===== src/common/iccr_pkg.sv =====
`default_nettype none
package iccr_pkg;
    localparam logic [4:0] IDX_CHIP_ID = 5'h00;
    localparam logic [4:0] IDX_SYS_CLOCK = 5'h01;
    localparam logic [4:0] IDX_SYS_PARAM = 5'h02;
    localparam logic [4:0] IDX_COPROC = 5'h04;
    localparam logic [4:0] IDX_DMA = 5'h06;
    localparam logic [4:0] IDX_ROM = 5'h07;
    localparam logic [4:0] IDX_HOLE_EN = 5'h08;
    localparam logic [4:0] IDX_IOA_LO = 5'h10;
    localparam logic [4:0] IDX_IOA_HI = 5'h11;
    localparam logic [4:0] IDX_IOB_LO = 5'h12;
    localparam logic [4:0] IDX_IOB_HI = 5'h13;
    localparam logic [4:0] IDX_MEMA_LO = 5'h16;
    localparam logic [4:0] IDX_MEMA_UP = 5'h17;
    localparam logic [4:0] IDX_MEMB_SLO = 5'h19;
    localparam logic [4:0] IDX_MEMB_SUP = 5'h1a;
    localparam logic [4:0] IDX_MEMB_ELO = 5'h1c;
    localparam logic [4:0] IDX_MEMB_EUP = 5'h1d;
    localparam int NUM_INDEX = 32;
    localparam logic [15:0] PORT_DATA = 16'h0024;
    localparam logic [15:0] PORT_INDEX = 16'h0028;
    localparam logic [15:0] PORT_FPU_RESET = 16'h00f1;
    localparam logic [15:0] EXT_PAGE_LO = 16'h0480;
    localparam logic [15:0] EXT_PAGE_HI = 16'h048f;
    localparam logic [3:0] CHIP_REVISION = 4'h1;
    localparam logic [3:0] CHIP_IDENT = 4'h5;
    localparam logic [7:0] RESET_VALUE = 8'h00;
    localparam logic [4:0] RESET_INDEX = 5'h00;
    localparam int BIT_POST = 0;
    localparam int BIT_IO16 = 1;
    localparam int BIT_ALT_PORT = 2;
    localparam int BIT_CYC_LO = 3;
    localparam int BIT_PAR_OVR = 5;
    localparam int BIT_FPU_STD = 0;
    localparam int BIT_FPU_ALT = 1;
    localparam int BIT_FPU_BLOCK = 2;
    localparam int BIT_DMA_CLK = 0;
    localparam int BIT_EXT_PAGE = 1;
    localparam int BIT_DRAIN = 2;
    localparam int BIT_DMA_WAIT_LO = 3;
    localparam int BIT_ROM_OE = 0;
    localparam int BIT_VIDEO_BIOS = 1;
    localparam int BIT_ROM_128K = 2;
    localparam int BIT_MID_BIOS = 3;
    localparam int BIT_MEMA_EN = 0;
    localparam int BIT_MEMB_EN = 1;
    localparam int BIT_IOA_EN = 3;
    localparam int BIT_IOB_EN = 4;
    localparam logic [7:0] MASK_SYS_CLOCK = 8'h0f;
    localparam logic [7:0] MASK_SYS_PARAM = 8'h3f;
    localparam logic [7:0] MASK_COPROC = 8'h07;
    localparam logic [7:0] MASK_DMA = 8'h1f;
    localparam logic [7:0] MASK_ROM = 8'h0f;
    localparam logic [7:0] MASK_HOLE_EN = 8'h1b;
    localparam logic [7:0] MASK_MEM_UP = 8'h3f;
    localparam logic [2:0] CYCLES_BASE = 3'h6;
    localparam logic [1:0] DMA_WAIT_BASE = 2'h3;
    localparam int CLK_MHZ = 20;
    localparam int ROM_OE_LONG_NS = 250;
    localparam int ROM_OE_SHORT_NS = 125;
    localparam logic [3:0] ROM_OE_LONG_CYC = 4'((ROM_OE_LONG_NS * CLK_MHZ + 999) / 1000);
    localparam logic [3:0] ROM_OE_SHORT_CYC = 4'((ROM_OE_SHORT_NS * CLK_MHZ + 999) / 1000);

    typedef struct packed {
        logic post_en;
        logic io_decode_16;
        logic alt_port_en;
        logic [2:0] backplane_cycles;
        logic parity_override;
        logic fpu_std_present;
        logic fpu_alt_present;
        logic dma_clk_inverted;
        logic ext_page_en;
        logic drain_handshake;
        logic [1:0] dma_wait_select;
        logic [3:0] rom_oe_cycles;
        logic video_bios_shared;
        logic rom_128k;
        logic mid_bios_en;
        logic rom_8bit;
        logic [3:0] clock_select;
    } iccr_config_type;
endpackage : iccr_pkg
`default_nettype wire


===== src/core/iccr_regs.sv =====
// Behaviour
// - Thirty-two indexed locations 00h-1Fh, reached through the data port.
// - Pointer held here; every access to port 28h is claimed; reads return it.
// - Write index to 28h, then read or write the selected register at 24h.
// - Pointer holds until next write to 28h; resets to chip_revision_id.
// - Chip_revision_id read-only: revision in bits 3:0, identifier in bits 7:4.
// - System_clock_select bits 3:0 select system clock; reserved codes not programmed.
// - Posting bit lets backplane memory writes end early through local ready.
// - Bit 1 of system_parameters chooses 10-bit or 16-bit I/O decode.
// - Bit 2 of system_parameters enables alternate system control port functions.
// - System_parameters bits 4:3 give backplane cycle of 6,5,4 or 3 clocks.
// - Bit 5 of system_parameters blocks parity errors from the NMI logic.
// - Coprocessor_config bits 0 and 1 report coprocessors installed; bits 7:3 zero.
// - Write to port 0F1h pulses coprocessor reset unless coprocessor_config bit 2 set.
// - Dma_config bit 0: DMA clock is backplane clock halved or inverted.
// - Dma_config bit 1 enables extended DMA page registers at 480h-48Fh.
// - With drain handshake, hold grant to DMA waits for memory ready.
// - Rom_config bit 0 selects ROM output enable width 250 ns or 125 ns.
// - Rom_config bits 1-3 set video BIOS sharing, 128K size, middle BIOS.
// - A20 clamp pin sampled at reset sets ROM width: high 8-bit, low 16-bit.
// - Cycles inside an enabled hole are neither started nor terminated here, except accesses to ports 24h and 28h.
// - I/O holes have 16-byte granularity; high register holds top plus one.
// - Memory hole A is a fixed 16K window; hole B spans start to end.
// - Hole_enable: bit0 memory A, bit1 memory B, bit3 I/O A, bit4 I/O B; others zero.
`default_nettype none
module iccr_regs (
    input wire logic CLK_SYS,
    input wire logic RST_B,
    input wire logic IO_WRITE,
    input wire logic IO_READ,
    input wire logic [15:0] IO_ADDR,
    input wire logic [7:0] IO_WDATA,
    output logic [7:0] IO_RDATA,
    output logic IO_CLAIM,
    input wire logic [27:0] MEM_ADDR,
    input wire logic MEM_CYCLE,
    input wire logic BACKPLANE_MEM_WRITE,
    output logic LOCAL_READY_N,
    output logic IO_HOLE_HIT,
    output logic MEM_HOLE_HIT,
    output logic FPU_RESET_OUT,
    output logic EXT_PAGE_SELECT,
    output logic ALT_PORT_SELECT,
    input wire logic PARITY_N,
    output logic PARITY_ERROR_TO_NMI,
    input wire logic HOLD_ACK_CPU,
    input wire logic MEM_READY_N,
    output logic DMA_HOLD_ACK,
    input wire logic ADDR20_CLAMP_N,
    output iccr_pkg::iccr_config_type CONFIG
);
    logic [7:0] regs [iccr_pkg::NUM_INDEX];
    logic [4:0] index_ptr;
    logic strap_taken;
    logic rom_8bit;
    logic [2:0] parity_sync;
    logic [2:0] ready_sync;
    logic [2:0] strap_sync;
    logic parity_seen;
    logic ready_seen;
    logic [7:0] sys_param;
    logic [7:0] coproc;
    logic [7:0] dma_cfg;
    logic [7:0] rom_cfg;
    logic [7:0] hole_en;

    function automatic logic port_hit(input logic [15:0] addr, input logic [15:0] port, input logic full);
        if (full) begin
            port_hit = addr == port;
        end else begin
            port_hit = addr[9:0] == port[9:0];
        end
    endfunction : port_hit

    function automatic logic in_range(input logic [13:0] addr, input logic [13:0] lo, input logic [13:0] hi);
        in_range = addr >= lo && addr < hi;
    endfunction : in_range

    function automatic logic [7:0] write_mask(input logic [4:0] idx);
        case (idx)
            iccr_pkg::IDX_CHIP_ID: write_mask = 8'h00;
            iccr_pkg::IDX_SYS_CLOCK: write_mask = iccr_pkg::MASK_SYS_CLOCK;
            iccr_pkg::IDX_SYS_PARAM: write_mask = iccr_pkg::MASK_SYS_PARAM;
            iccr_pkg::IDX_COPROC: write_mask = iccr_pkg::MASK_COPROC;
            iccr_pkg::IDX_DMA: write_mask = iccr_pkg::MASK_DMA;
            iccr_pkg::IDX_ROM: write_mask = iccr_pkg::MASK_ROM;
            iccr_pkg::IDX_HOLE_EN: write_mask = iccr_pkg::MASK_HOLE_EN;
            iccr_pkg::IDX_MEMA_UP,
            iccr_pkg::IDX_MEMB_SUP,
            iccr_pkg::IDX_MEMB_EUP: write_mask = iccr_pkg::MASK_MEM_UP;
            default: write_mask = 8'hff;
        endcase
    endfunction : write_mask

    logic io16;
    logic index_sel;
    logic data_sel;
    logic fpu_sel;

    assign sys_param = regs[iccr_pkg::IDX_SYS_PARAM];
    assign coproc = regs[iccr_pkg::IDX_COPROC];
    assign dma_cfg = regs[iccr_pkg::IDX_DMA];
    assign rom_cfg = regs[iccr_pkg::IDX_ROM];
    assign hole_en = regs[iccr_pkg::IDX_HOLE_EN];
    assign io16 = sys_param[iccr_pkg::BIT_IO16];

    // The configuration ports stay claimed inside a hole too, so software can always undo a bad hole.
    assign index_sel = port_hit(IO_ADDR, iccr_pkg::PORT_INDEX, io16);
    assign data_sel = port_hit(IO_ADDR, iccr_pkg::PORT_DATA, io16);
    assign fpu_sel = port_hit(IO_ADDR, iccr_pkg::PORT_FPU_RESET, io16) && !IO_HOLE_HIT;

    // Pointer survives data accesses so repeated reads hit the same register.
    always_ff @(posedge CLK_SYS) begin
        if (!RST_B) begin
            index_ptr <= iccr_pkg::RESET_INDEX;
        end else if (IO_WRITE && index_sel) begin
            index_ptr <= IO_WDATA[4:0];
        end
    end

    genvar gi;
    generate
        for (gi = 0; gi < iccr_pkg::NUM_INDEX; gi++) begin : g_reg
            always_ff @(posedge CLK_SYS) begin
                if (!RST_B) begin
                    regs[gi] <= iccr_pkg::RESET_VALUE;
                end else if (gi == 0) begin
                    regs[gi] <= {iccr_pkg::CHIP_IDENT, iccr_pkg::CHIP_REVISION};
                end else if (IO_WRITE && data_sel && index_ptr == 5'(gi)) begin
                    regs[gi] <= IO_WDATA & write_mask(5'(gi));
                end
            end
        end
    endgenerate

    always_ff @(posedge CLK_SYS) begin
        if (!RST_B) begin
            IO_RDATA <= 8'h00;
        end else if (IO_READ && index_sel) begin
            IO_RDATA <= {3'h0, index_ptr};
        end else if (IO_READ && data_sel) begin
            IO_RDATA <= regs[index_ptr];
        end
    end

    assign IO_CLAIM = (IO_READ || IO_WRITE) && (index_sel || data_sel);

    // The strap chain runs through reset, so it has settled by the time reset is released.
    always_ff @(posedge CLK_SYS) begin
        strap_sync <= {strap_sync[1:0], ADDR20_CLAMP_N};
    end

    // The strap is caught on the first settled edge after reset release.
    always_ff @(posedge CLK_SYS) begin
        if (!RST_B) begin
            strap_taken <= 1'b0;
            rom_8bit <= 1'b0;
        end else if (!strap_taken && strap_sync[2] == strap_sync[1]) begin
            strap_taken <= 1'b1;
            rom_8bit <= strap_sync[2];
        end
    end

    always_ff @(posedge CLK_SYS) begin
        if (!RST_B) begin
            parity_sync <= 3'h0;
            parity_seen <= 1'b0;
        end else begin
            parity_sync <= {parity_sync[1:0], !PARITY_N};
            if (parity_sync[2] == parity_sync[1]) begin
                parity_seen <= parity_sync[2];
            end
        end
    end

    always_ff @(posedge CLK_SYS) begin
        if (!RST_B) begin
            ready_sync <= 3'h0;
            ready_seen <= 1'b0;
        end else begin
            ready_sync <= {ready_sync[1:0], !MEM_READY_N};
            if (ready_sync[2] == ready_sync[1]) begin
                ready_seen <= ready_sync[2];
            end
        end
    end

    assign PARITY_ERROR_TO_NMI = parity_seen && !sys_param[iccr_pkg::BIT_PAR_OVR];

    // Once granted, the DMA side keeps its grant until the CPU drops hold.
    always_ff @(posedge CLK_SYS) begin
        if (!RST_B) begin
            DMA_HOLD_ACK <= 1'b0;
        end else if (!HOLD_ACK_CPU) begin
            DMA_HOLD_ACK <= 1'b0;
        end else if (!dma_cfg[iccr_pkg::BIT_DRAIN] || ready_seen) begin
            DMA_HOLD_ACK <= 1'b1;
        end
    end

    always_ff @(posedge CLK_SYS) begin
        if (!RST_B) begin
            FPU_RESET_OUT <= 1'b0;
        end else begin
            FPU_RESET_OUT <= IO_WRITE && fpu_sel && !coproc[iccr_pkg::BIT_FPU_BLOCK];
        end
    end

    logic [11:4] io_a_lo;
    logic [11:4] io_a_hi;
    logic [11:4] io_b_lo;
    logic [11:4] io_b_hi;
    logic [27:14] mem_a;
    logic [27:14] mem_b_start;
    logic [27:14] mem_b_end;
    logic io_a_hit;
    logic io_b_hit;

    assign io_a_lo = regs[iccr_pkg::IDX_IOA_LO];
    assign io_a_hi = regs[iccr_pkg::IDX_IOA_HI];
    assign io_b_lo = regs[iccr_pkg::IDX_IOB_LO];
    assign io_b_hi = regs[iccr_pkg::IDX_IOB_HI];
    assign mem_a = {regs[iccr_pkg::IDX_MEMA_UP][5:0], regs[iccr_pkg::IDX_MEMA_LO]};
    assign mem_b_start = {regs[iccr_pkg::IDX_MEMB_SUP][5:0], regs[iccr_pkg::IDX_MEMB_SLO]};
    assign mem_b_end = {regs[iccr_pkg::IDX_MEMB_EUP][5:0], regs[iccr_pkg::IDX_MEMB_ELO]};

    // Hole comparators see address bits 11:4 only, so holes repeat every 4K of I/O space.
    assign io_a_hit = hole_en[iccr_pkg::BIT_IOA_EN]
        && in_range({6'h00, IO_ADDR[11:4]}, {6'h00, io_a_lo}, {6'h00, io_a_hi});
    assign io_b_hit = hole_en[iccr_pkg::BIT_IOB_EN]
        && in_range({6'h00, IO_ADDR[11:4]}, {6'h00, io_b_lo}, {6'h00, io_b_hi});
    assign IO_HOLE_HIT = io_a_hit || io_b_hit;

    assign MEM_HOLE_HIT = (hole_en[iccr_pkg::BIT_MEMA_EN] && MEM_ADDR[27:14] == mem_a)
        || (hole_en[iccr_pkg::BIT_MEMB_EN] && in_range(MEM_ADDR[27:14], mem_b_start, mem_b_end));

    // Early ready for posted backplane writes, withheld where another device owns the cycle.
    assign LOCAL_READY_N = !(MEM_CYCLE && BACKPLANE_MEM_WRITE && sys_param[iccr_pkg::BIT_POST]
        && !MEM_HOLE_HIT);

    assign EXT_PAGE_SELECT = dma_cfg[iccr_pkg::BIT_EXT_PAGE] && !IO_HOLE_HIT
        && IO_ADDR >= iccr_pkg::EXT_PAGE_LO && IO_ADDR <= iccr_pkg::EXT_PAGE_HI;
    assign ALT_PORT_SELECT = sys_param[iccr_pkg::BIT_ALT_PORT];

    always_comb begin
        CONFIG.post_en = sys_param[iccr_pkg::BIT_POST];
        CONFIG.io_decode_16 = io16;
        CONFIG.alt_port_en = sys_param[iccr_pkg::BIT_ALT_PORT];
        CONFIG.backplane_cycles = iccr_pkg::CYCLES_BASE
            - {1'b0, sys_param[iccr_pkg::BIT_CYC_LO +: 2]};
        CONFIG.parity_override = sys_param[iccr_pkg::BIT_PAR_OVR];
        CONFIG.fpu_std_present = coproc[iccr_pkg::BIT_FPU_STD];
        CONFIG.fpu_alt_present = coproc[iccr_pkg::BIT_FPU_ALT];
        CONFIG.dma_clk_inverted = dma_cfg[iccr_pkg::BIT_DMA_CLK];
        CONFIG.ext_page_en = dma_cfg[iccr_pkg::BIT_EXT_PAGE];
        CONFIG.drain_handshake = dma_cfg[iccr_pkg::BIT_DRAIN];
        CONFIG.dma_wait_select = iccr_pkg::DMA_WAIT_BASE - dma_cfg[iccr_pkg::BIT_DMA_WAIT_LO +: 2];
        CONFIG.rom_oe_cycles = rom_cfg[iccr_pkg::BIT_ROM_OE]
            ? iccr_pkg::ROM_OE_SHORT_CYC : iccr_pkg::ROM_OE_LONG_CYC;
        CONFIG.video_bios_shared = rom_cfg[iccr_pkg::BIT_VIDEO_BIOS];
        CONFIG.rom_128k = rom_cfg[iccr_pkg::BIT_ROM_128K];
        CONFIG.mid_bios_en = rom_cfg[iccr_pkg::BIT_MID_BIOS];
        CONFIG.rom_8bit = rom_8bit;
        CONFIG.clock_select = regs[iccr_pkg::IDX_SYS_CLOCK][3:0];
    end
endmodule : iccr_regs
`default_nettype wire


===== config.mk =====
export PLATFORM = sky130hd
export DESIGN_NAME = iccr_regs
export DESIGN_NICKNAME = d
export VERILOG_FILES = /design/src/common/iccr_pkg.sv /design/src/core/iccr_regs.sv
export SDC_FILE = /design/constraint.sdc
export NUM_CORES = 1
export LEC_CHECK = 0
export ABC_AREA = 1
export BUFFER_PORTS_ARGS = -buffer_cell sky130_fd_sc_hd__buf_4
export CAP_MARGIN = 10
export CORE_MARGIN = 8
export CORE_UTILIZATION = 55
export DETAILED_ROUTE_END_ITERATION = 7
export HOLD_SLACK_MARGIN = 0.06
export PLACE_DENSITY = 0.77
export SLEW_MARGIN = 20
export SYNTH_ARGS = -nofsm -noshare
export SYNTH_HDL_FRONTEND = slang
export SYNTH_SLANG_ARGS = --single-unit
export TNS_END_PERCENT = 10

===== constraint.sdc =====
create_clock -name CLK_SYS -period 2.5 [get_ports CLK_SYS]
set_clock_uncertainty 0.1 [all_clocks]
set_input_delay 0.25 -clock CLK_SYS [delete_from_list [all_inputs] [get_ports CLK_SYS]]
set_output_delay 0.25 -clock CLK_SYS [all_outputs]
set_load 0.1 [all_outputs]

==> results of run 1 <==
flip-flops by register name, indices dropped and copies added, names as in the netlist, named ones only:
signal	cells
regs	221
IO_RDATA	8
index_ptr	5
parity_sync	3
ready_sync	3
strap_sync	3
DMA_HOLD_ACK	1
FPU_RESET_OUT	1
parity_seen	1
ready_seen	1
rom_8bit	1
strap_taken	1
power by group:
group	switching [mW]	total (mW)	internal [mW]
combinational	0.633	0.948	0.314
clock	1.68	3.87	2.18
sequential	0.0678	4.79	4.72
total	2.38	9.60	7.22
per-layer routing:
| metal | global-route usage, % | up-vias |
|---|---|---|
| met5 | 0 | - |
| met4 | 9.88 | 0 |
| met3 | 3.68 | 122 |
| met2 | 43.2 | 683 |
| met1 | 33.0 | 5460 |
| li1 | - | 5411 |
repair_timing:
item | CTS | global route
pin swaps | 9 | 29
endpoints found under the hold margin | 16 | 0
resized for setup | 34 | 81
endpoints found under the setup margin | 10 | 95
setup buffers | 2 | 20
hold buffers | 13 | 0
final timing paths:
path                       from  cells past startpoint  slack [ns]               to
setup / recovery    regs[18][0]                     10       -0.12  EXT_PAGE_SELECT
hold / removal          IO_READ                      5        0.15      IO_RDATA[1]
setup reg to reg     regs[2][1]                      8       -0.05       regs[5][2]
hold reg to reg   strap_sync[0]                      0        0.23    strap_sync[1]
per-stage QoR:
stage	instances	utilization [%]	setup slack [ns]	area, um2	power, mW
6_report	2045	67.3	-0.116	16300	9.60
5_1_grt	2045	67.3	-0.225	16300	9.86
4_1_cts	2024	65.5	-0.140	15900	9.52
3_5_place_dp	1961	60.8	0.0110	14700	5.69
3_3_place_gp	1961	60.8	0.0673	14700	5.66
2_1_floorplan	1564	-	0.0362	13500	5.37
cell type report:
type | count | area [um2]
flip-flops and latches | 254 | 7290
clock inverters | 20 | 170
fillers | 1870 | 7920
multi-input cells | 1076 | 5600
diodes | 1 | 2.50
repair buffers | 197 | 1640
well taps | 324 | 405
clock buffers | 28 | 679
inverters | 145 | 547
logic make-up after synthesis:
family	Yosys count
other	2
and+or+nand+nor	857
xor gates and xnor gates	7
AOI/OAI and AO/OA	152
DFF	254
buffers and inverters	234
adders and majority gates	58
tightest hold or removal path: cells and delay by family:
kind            cells  cell delay [ns]
compound gates      2             0.21
buf+inv             1             0.14
simple gates        2             0.14
cells in the final DEF (no fill, tap or decap), types with 2 or more instances in the layout:
cell and n:
ha_1 48, conb_1 2, clkinv_2 5, nor2_1 311, xor2_1 7, o21ai_0 64
nand4_1 30, inv_1 125, nand3_2 13, o21bai_1 3, or2_2 3, o21a_1 4
buf_6 4, nand2_1 359, clkbuf_16 27, buf_4 171, dfxtp_1 33, a21oi_1 48
nor3_1 4, edfxtp_1 220, ha_4 10, o21ai_2 4, nor2_4 5, a21oi_2 12
bufinv_16 2, clkinv_1 5, clkinvlp_4 7, nor2_2 2, nand2_2 3, nand2_4 4
nand3_4 13, o21ai_1 15, buf_12 9, inv_2 18, nand3_1 103, dlygate4sd3_1 13
==> summary.md, run 1 <==
| Metric | Value |
|---|---|
| Status | complete, but fails checks |
| Failing checks | setup timing |
| Hpwl dp | about 28000 um |
| Row count | between 50 and 60 |
| Met3 wire length | 4140 um |
| Yosys top cell area share | between 40% and 50% |
| Main combinational cell family by area after synthesis | simple AND/OR/NAND/NOR gates |
| Hold slack | roughly 0.15 ns |
| Static Leak | 6.84 nW |
| Vias | between 10000 and 15000 |
| Metal2 WL | ~20000 um |
| Top cells by area, synth | edfxtp_1 (49%), nand2_1 (10%), nor2_1 (8.7%), ha_1 (5.4%), dfxtp_1 (5.0%) |
| Final count of negative-setup-slack endpoints | 64 |
| RSZ-0062 raised after global routing | yes |
| Slew Limit Fails | 0 |
| CTS Buf Count | 26 |
| Worst-path clk slew | around 0.06 ns |
| Crit path largest cell delay | around 0.4 ns |
| Die area | between 20000 and 30000 um2 |
| Vias in the first global route | 11100 |
| #FFs+latches synth | between 200 and 300 |
| Max transition margin | approximately a quarter |
| # nets final | around 1800 |
| Peak VDD IR | 0.000619 V |
| Worst Path Max Fanout | 3 |
| Post-synth top area cell | edfxtp_1 |
| CTS tree | done |
| Period utilization | 105% |
| Post-synthesis mux area share | 0% |
| Post-synth top cells | nand2_1 (366), nor2_1 (313), edfxtp_1 (220) |
| Fin Setup TNS | -1.54 ns |
| Number of top-level pins | ~110 |
| DRC errors left | 0 |
| MaxCap Viol Count | 0 |
| Syn avg cell area | roughly 8.6 um2 |
| Synth warn | 0 |
| CP Data Arrival Time | around 2.3 ns |
| Die W | about 170 um |
| Top routing layer in use | met4 |
| First-pass GRT wire length | just over 60000 um |
| Complex-gate fraction of the synthesized area | 5.80% |
| Endpoints failing hold | 0 |
| Root Buffer Master | clkbuf_16 |
| Asr flop ratio synth | 0% |
| Syn-to-layout area delta | 20.9% |
| Post-Synth Adder-Cell Area | under 10% |
| Initial antenna violation count | 1 |
| Top-count cell post-synth | nand2_1 |
| Synth Area in XOR/XNOR | less than 1% |
| Gr usage total | approximately a quarter |
| Worst EP required | roughly 2.2 ns |
| Clock Path Buffers | 3 |
| Post-Route M1 WL | between 15000 and 20000 um |
| Fmax | ~0.38 GHz |
| Port Buffers | 88 |
| Startpoint Class | register |
| Simple-Gate Fraction of Synth Area | between 20% and 30% |
| Syn_nets | around 1700 |
| CTS Sinks | between 200 and 300 |
| H-tree depth | 1 |
| DR WL/cell | 20.0 um |
| Clk_lat worst skew | around 0.54 ns |
| Critical path type | register to primary output |
| DRT antenna net count | 0 |
| Largest net degree at the start of global routing | between 40 and 50 |
| Vias per inst | roughly 5.7 |
| Main synth FF type | edfxtp_1 |
| Die height | roughly 170 um |
| CP Capture Type | primary output |
| Total gr overflow | 0 |
| Routability cong. | between 1 and 1.5 |
| Mapped cell area | about 14000 um2 |
| Final Worst Setup Slack | -0.116 ns |
| Synth Instances | about 1600 |
| Layout cells sized above 1 | about a fifth |
| Hold Path Class | input port to register |
| DRT iter0 DRCs | approximately 1400 |
| Seq/Total Area, Yosys | a little over half |
| Critical-path top delay cell | edfxtp_1 |
| Initial Util | a little under three fifths |
| Post-synth EDFFs | 220 |
| First drt pass iteration count | 6 |
| Core Area | around 24000 um2 |
| Cell variety after synth | 33 |
| Power density cells | a little under 600 nW/um2 |
| Top cell family by delay on the critical path | simple AND/OR/NAND/NOR gates |
| Worst path cell trace | ha_1 > inv_1 > nand2_1 > a21oi_2 > o21a_1 > o21ai_1 > nand3_1 > nand2_2 > nor2_4 > buf_12 |
| Crit path time final | between 2 and 3 ns |
| Tightest Pin Transition | 1.10 ns |
| Worst path buffer plus inverter count | 2 |
| Final wirelength | approximately 40000 um |
Power figures use the tool's default switching activity.
==> run 2: changes to the inputs <==
--- a/config.mk
+++ b/config.mk
@@ -12,7 +12,7 @@
 export CORE_UTILIZATION = 55
 export DETAILED_ROUTE_END_ITERATION = 7
 export HOLD_SLACK_MARGIN = 0.06
-export PLACE_DENSITY = 0.77
+export PLACE_DENSITY = 0.75
 export SLEW_MARGIN = 20
 export SYNTH_ARGS = -nofsm -noshare
 export SYNTH_HDL_FRONTEND = slang
==> summary.md, run 2 (same netlist as run 1, synthesis figures left out) <==
| Metric | Value |
|---|---|
| Root Buffer Master | clkbuf_16 |
| Vias in the first global route | 11200 (+1.5%) |
| Syn-to-layout area delta | 19.1% |
| Initial Util | 55.7% (unchanged) |
| CP Capture Type | primary output |
| Critical path type | register to primary output |
| Worst Path Max Fanout | 3 (unchanged) |
| Clk_lat worst skew | 0.53 ns (about the same) |
| # nets final | 1805 (-0.82%) |
| Pint | 7.10 mW (-1.7%) |
| Switching Power | 2.29 mW (-4.1%) |
| H-tree depth | 1 (unchanged) |
| Max transition margin | 29.4% (+2.9 points) |
| Commonest non-fill, non-tap cell in the layout | nand2_1 |
| DRT iter0 DRCs | 1505 (+6.3%) |
| Slew Limit Fails | 0 (unchanged) |
| Sequential Power Share | 51.0% (+1.1 points) |
| Row count | 57 (unchanged) |
| RSZ-0062 raised after global routing | yes |
| Antenna cells | 0 (-1) |
| Final wirelength | 40300 um (-1.7%) |
| Period utilization | 102% (-2.1 points) |
| Sw Ratio | 24.4% (-0.47 points) |
| Startpoint Class | register |
| MaxCap Viol Count | 0 (unchanged) |
| Status | complete, but fails checks |
| Largest register FFs | 221 (unchanged) |
| Total gr overflow | 0 (unchanged) |
| Routability cong. | 0.978 (-3.9%) |
| Clock Path Buffers | 3 (unchanged) |
| Static Leak | 6.74 nW (-1.5%) |
| Die W | 173 um (unchanged) |
| Fmax | 0.390 GHz (+2.1%) |
| DR WL/cell | 19.9 um (-0.86%) |
| Number of top-level pins | 105 (unchanged) |
| DRC errors left | 0 (unchanged) |
| Gr usage total | 25.7% (+0.093 points) |
| Comb pwr share | 9.9% (about the same) |
| Initial antenna violation count | 0 (-1) |
| Die height | 173 um (unchanged) |
| CP Data Arrival Time | 2.21 ns (-0.06 ns) |
| CTS Buf Count | 27 (+3.8%) |
| Peak VDD IR | 0.000450 V (-27%) |
| First-pass GRT wire length | 61300 um (+0.43%) |
| DRT antenna net count | 0 (unchanged) |
| CTS Sinks | 254 (unchanged) |
| Tot Pwr | 9.39 mW (-2.3%) |
| Power density cells | 584 nW/um2 (-0.74%) |
| Hpwl dp | 28400 um (about the same) |
| Vias per inst | 5.73 (+0.40%) |
| Worst EP required | 2.15 ns (about the same) |
| Worst-path clk slew | 0.06 ns (about the same) |
| Endpoints failing hold | 0 (unchanged) |
| Layout cells sized above 1 | 16.9% (-1.8 points) |
| Core Area | 24200 um2 (unchanged) |
| Most frequent cells in the layout | nand2_1 (358), nor2_1 (309), edfxtp_1 (220) |
| Clock Power Share | 39.0% (-1.3 points) |
| Port Buffers | 88 (unchanged) |
| Hold slack | 0.159 ns (+0.0133 ns) |
| CTS tree | done |
| Final count of negative-setup-slack endpoints | 4 (-94%) |
| Largest net degree at the start of global routing | 49 (+4.3%) |
| Hold Path Class | input port to register |
| Most flop-heavy register | regs |
| Die area | 29800 um2 (unchanged) |
| Vias | 11600 (-0.44%) |
| Top Registers | regs x221, IO_RDATA x8, index_ptr x5 |
| Final Worst Setup Slack | -0.0619 ns (+0.0537 ns) |
| Tightest Pin Transition | 1.05 ns (-0.0426 ns) |
| Crit path time final | 2.56 ns (-0.0537 ns) |
| Failing checks | setup timing |
| First drt pass iteration count | 6 (unchanged) |
==> run 2: timing repair <==
action,CTS,global route
cloned,0,0
hold endpoints to repair,19,0
setup buffers,0,7
hold buffers,14,0
gates resized for setup,31,54
pin swaps,5,15
setup endpoints to repair,5,5
==> run 2: through the flow <==
step / std cells / utilization [%] / TNS (ns) / worst slack (ns) / instance area (um2)
2_1_floorplan: 1564 / - / 0 / 0.0362 / 13500
3_3_place_gp: 1959 / 60.7 / 0 / 0.210 / 14700
3_5_place_dp: 1959 / 60.7 / 0 / 0.143 / 14700
4_1_cts: 2021 / 65.1 / -0.179 / -0.0783 / 15800
5_1_grt: 2028 / 66.3 / -0.581 / -0.144 / 16100
6_report: 2028 / 66.3 / -0.137 / -0.0619 / 16100
==> run 2: per-layer routing <==
layer  GRT usage (%)  vias up  part of all wire, %
met3            3.29      117                  9.1
met1            32.8     5453                   39
met2            44.2      671                   49
met4            9.67        0                  3.7
met5               0        -                    0
li1                -     5384                    -
==> run 2: cell type report <==
cell class / count / area [um2]
clock buffer: 32 / 694
clock inverter: 16 / 96.3
fill: 1976 / 8170
inverter: 145 / 544
multi-input combinational: 1076 / 5540
sequential: 254 / 7290
tap: 324 / 405
timing repair buffer: 181 / 1510
==> run 2: worst paths after layout <==
kind	start	to	slack [ns]	cells past startpoint
setup / recovery	regs[18][5]	EXT_PAGE_SELECT	-0.06	10
hold / removal	IO_WRITE	register	0.16	4
setup reg to reg	register	IO_RDATA[6]	0.13	9
hold reg to reg	strap_sync[0]	strap_sync[1]	0.23	0
==> run 2: worst max-delay path, cell delays in order, from the launching register on <==
cell and delay [ns]:
edfxtp_1 0.38, inv_2 0.09, ha_4 0.21, a21oi_4 0.14
nor2_2 0.05, a211oi_2 0.15, o21ai_1 0.10, nand3_1 0.13
nand2_4 0.10, nor2_4 0.14, buf_12 0.18
==> run 2: power by group through the flow <==
stage	Clock (mW)	Combinational (mW)	Sequential [mW]
after floorplan	0	0.478	4.90
after global placement	0	0.789	4.87
after detailed placement	0	0.815	4.88
after CTS	3.66	0.857	4.79
after global routing	3.81	1.00	4.80
final	3.66	0.933	4.79
==> run 3: changes to the inputs <==
==> constraint.sdc (replaced) <==
create_clock -name CLK_SYS -period 2.1 [get_ports CLK_SYS]
set_clock_uncertainty 0.1 [all_clocks]
set_input_delay 0.21 -clock CLK_SYS [delete_from_list [all_inputs] [get_ports CLK_SYS]]
set_output_delay 0.21 -clock CLK_SYS [all_outputs]
set_load 0.1 [all_outputs]
==> summary.md, run 3 (same netlist as run 1, synthesis figures left out) <==
| Metric | Value |
|---|---|
| Status | complete, but fails checks |
| Failing checks | setup timing |
| Endpoints failing hold | 0 (unchanged) |
| Period utilization | 122% |
| Largest register FFs | 221 (unchanged) |
| Hold slack | 0.155 ns (-0.00456 ns) |
| Crit path time final | 2.56 ns |
| CTS Sinks | 254 (unchanged) |
| Sequential Power Share | 51.1% (about the same) |
| Vias per inst | 5.71 (-0.30%) |
| Critical-path top delay cell | edfxtp_1 |
| Peak VDD IR | 0.000570 V (+27%) |
| DP Area | 15100 um2 (+2.9%) |
| Die height | 173 um (unchanged) |
| Vias in the first global route | 11800 (+5.0%) |
| Hpwl dp | 28900 um (+1.7%) |
| MaxCap Viol Count | 0 (unchanged) |
| Comb pwr share | 10.5% (+0.6 points) |
| Row count | 57 (unchanged) |
| Vias | 12000 (+2.8%) |
| Most frequent cells in the layout | nand2_1 (359), nor2_1 (287), edfxtp_1 (220) |
| Startpoint Class | register |
| Antenna cells | 0 (unchanged) |
| Most used cell, CP | nand3_2 |
| Die area | 29800 um2 (unchanged) |
| Power density cells | 655 nW/um2 (+12%) |
| Placed Cells | 2003 (+2.2%) |
| Syn-to-layout area delta | 26.3% |
| CTS tree | done |
| First-pass GRT wire length | 63900 um (+4.3%) |
| Fmax | between 0.3 and 0.4 GHz |
| CP Data Arrival Time | 2.25 ns (+0.04 ns) |
| Layout cells sized above 1 | 23.5% (+6.6 points) |
| Final count of negative-setup-slack endpoints | 299 (+295) |
| Initial antenna violation count | 0 (unchanged) |
| DRT iter0 DRCs | 1605 (+6.6%) |
| Worst EP required | 1.79 ns (-0.36 ns) |
| Largest net degree at the start of global routing | 48 (-2.0%) |
| Total gr overflow | 0 (unchanged) |
| Final Worst Setup Slack | -0.459 ns (-0.397 ns) |
| Clock Path Buffers | 3 (unchanged) |
| Root Buffer Master | clkbuf_16 |
| Initial Util | 55.7% (unchanged) |
| Slew Limit Fails | 0 (unchanged) |
| Critical path type | register to primary output |
| Crit path largest cell delay | 0.40 ns (+0.02 ns) |
| Die W | 173 um (unchanged) |
| Most flop-heavy register | regs |
| Top Registers | regs x221, IO_RDATA x8, index_ptr x5 |
| Layout Utilization | 70.4% (+4.1 points) |
| Switching Power | 2.72 mW (+19%) |
| Finished Layout Cells | 2091 (+3.1%) |
| CTS Buf Count | 26 (-3.7%) |
| Tightest Pin Transition | 0.776 ns (-0.276 ns) |
| Worst path buffer plus inverter count | 4 (+2) |
| Commonest non-fill, non-tap cell in the layout | nand2_1 |
| Design area | 17100 um2 (+6.1%) |
| Fin Setup TNS | -21.56 ns (-21.42 ns) |
| DRC errors left | 0 (unchanged) |
| Gr usage total | 26.9% (+1.2 points) |
| Pint | 8.45 mW (+19%) |
| Number of top-level pins | 105 (unchanged) |
| Static Leak | 7.12 nW (+5.7%) |
| RSZ-0062 raised after global routing | yes |
| Core Area | 24200 um2 (unchanged) |
| Hold Path Class | input port to register |
| Worst path cell trace | inv_2 > ha_4 > nand2_4 > buf_4 > inv_1 > o21ai_0 > nand2_1 > a21oi_1 > nand3_1 > nand3_2 > nand3_2 > buf_12 |
| Routability cong. | 0.940 (-3.8%) |
| Port Buffers | 88 (unchanged) |
| # nets final | 1867 (+3.4%) |
| First drt pass iteration count | 6 (unchanged) |
| DR WL/cell | 20.1 um (+1.0%) |
| Sw Ratio | 24.4% (about the same) |
| Max transition margin | 48.3% (+19 points) |
| CP Capture Type | primary output |
| Worst Path Max Fanout | 3 (unchanged) |
| Clk_lat worst skew | 0.53 ns (about the same) |
| DRT antenna net count | 0 (unchanged) |
| H-tree depth | 1 (unchanged) |
| Worst-path clk slew | 0.06 ns (about the same) |
| Clock Power Share | 38.4% (-0.6 points) |
| Top cell family by delay on the critical path | simple AND/OR/NAND/NOR gates |
| Final wirelength | 42000 um (+4.2%) |
## run 3: changes by cell type in the layout (fill, tap and decap cells not counted), sizes merged
| cell | previous run | this run |
|---|---|---|
| dlymetal6s4s | 0 | 1 |
| clkinvlp | 0 | 2 |
| bufinv | 1 | 0 |
| buf | 167 | 231 |
| dlygate4sd3 | 14 | 11 |
| clkinv | 16 | 11 |
| clkbuf | 32 | 37 |
## run 3: path summary, 6_finish.rpt
check,startpoint,endpoint,slack [ns],cells past startpoint
worst min-delay path,IO_WDATA[6],regs[12][6],0.15,4
worst min register to register,strap_sync[0],strap_sync[1],0.23,0
worst max-delay path,regs[26][5],LOCAL_READY_N,-0.46,12
worst max register to register,regs[2][1],regs[28][4],-0.15,10
## run 3: metrics by stage
stage               setup WS (ns)  power, mW
floorplan                  -0.199       6.40
global placement           -0.113       6.78
detailed placement         -0.175       6.81
CTS                        -0.442       11.1
global route               -0.587       11.5
finish                     -0.459       11.2
## run 3: worst min-delay path: cells and delay by family
family        cells  cell delay (ns)
buf+inv           3             0.32
simple gates      1             0.13
## run 3: repair_timing
action                                 in CTS  in global routing
setup buffers                              19                 12
hold buffers                               12                  0
gates cloned                                0                  1
resized for setup                          96                115
endpoints found under the hold margin      15                  0
pin swaps                                  13                 29
setup endpoints to repair                 129                449
## run 3: layout make-up
class | instances | area (um2)
sequential | 254 | 7290
fill | 1811 | 7190
multi-input combinational | 1076 | 5840
timing repair buffer | 244 | 2190
clock buffer | 36 | 729
inverter | 145 | 551
tap | 324 | 405
clock inverter | 12 | 56.3
## run 3: per-layer routing
layer	global-route usage [%]	vias to the layer above	wire (um)
met5	0	-	0
met4	12.3	0	2260
met3	3.99	170	3890
met2	45.8	735	20100
met1	33.6	5536	15700
li1	-	5509	-
## run 3: power groups by stage
| stage | sequential [mW] | combinational [mW] | clock (mW) |
|---|---|---|---|
| final | 5.70 | 1.18 | 4.29 |
| after global routing | 5.71 | 1.26 | 4.50 |
| after CTS | 5.70 | 1.09 | 4.32 |
| after detailed placement | 5.80 | 1.00 | 0 |
| after global placement | 5.80 | 0.979 | 0 |
| after floorplan | 5.83 | 0.572 | 0 |
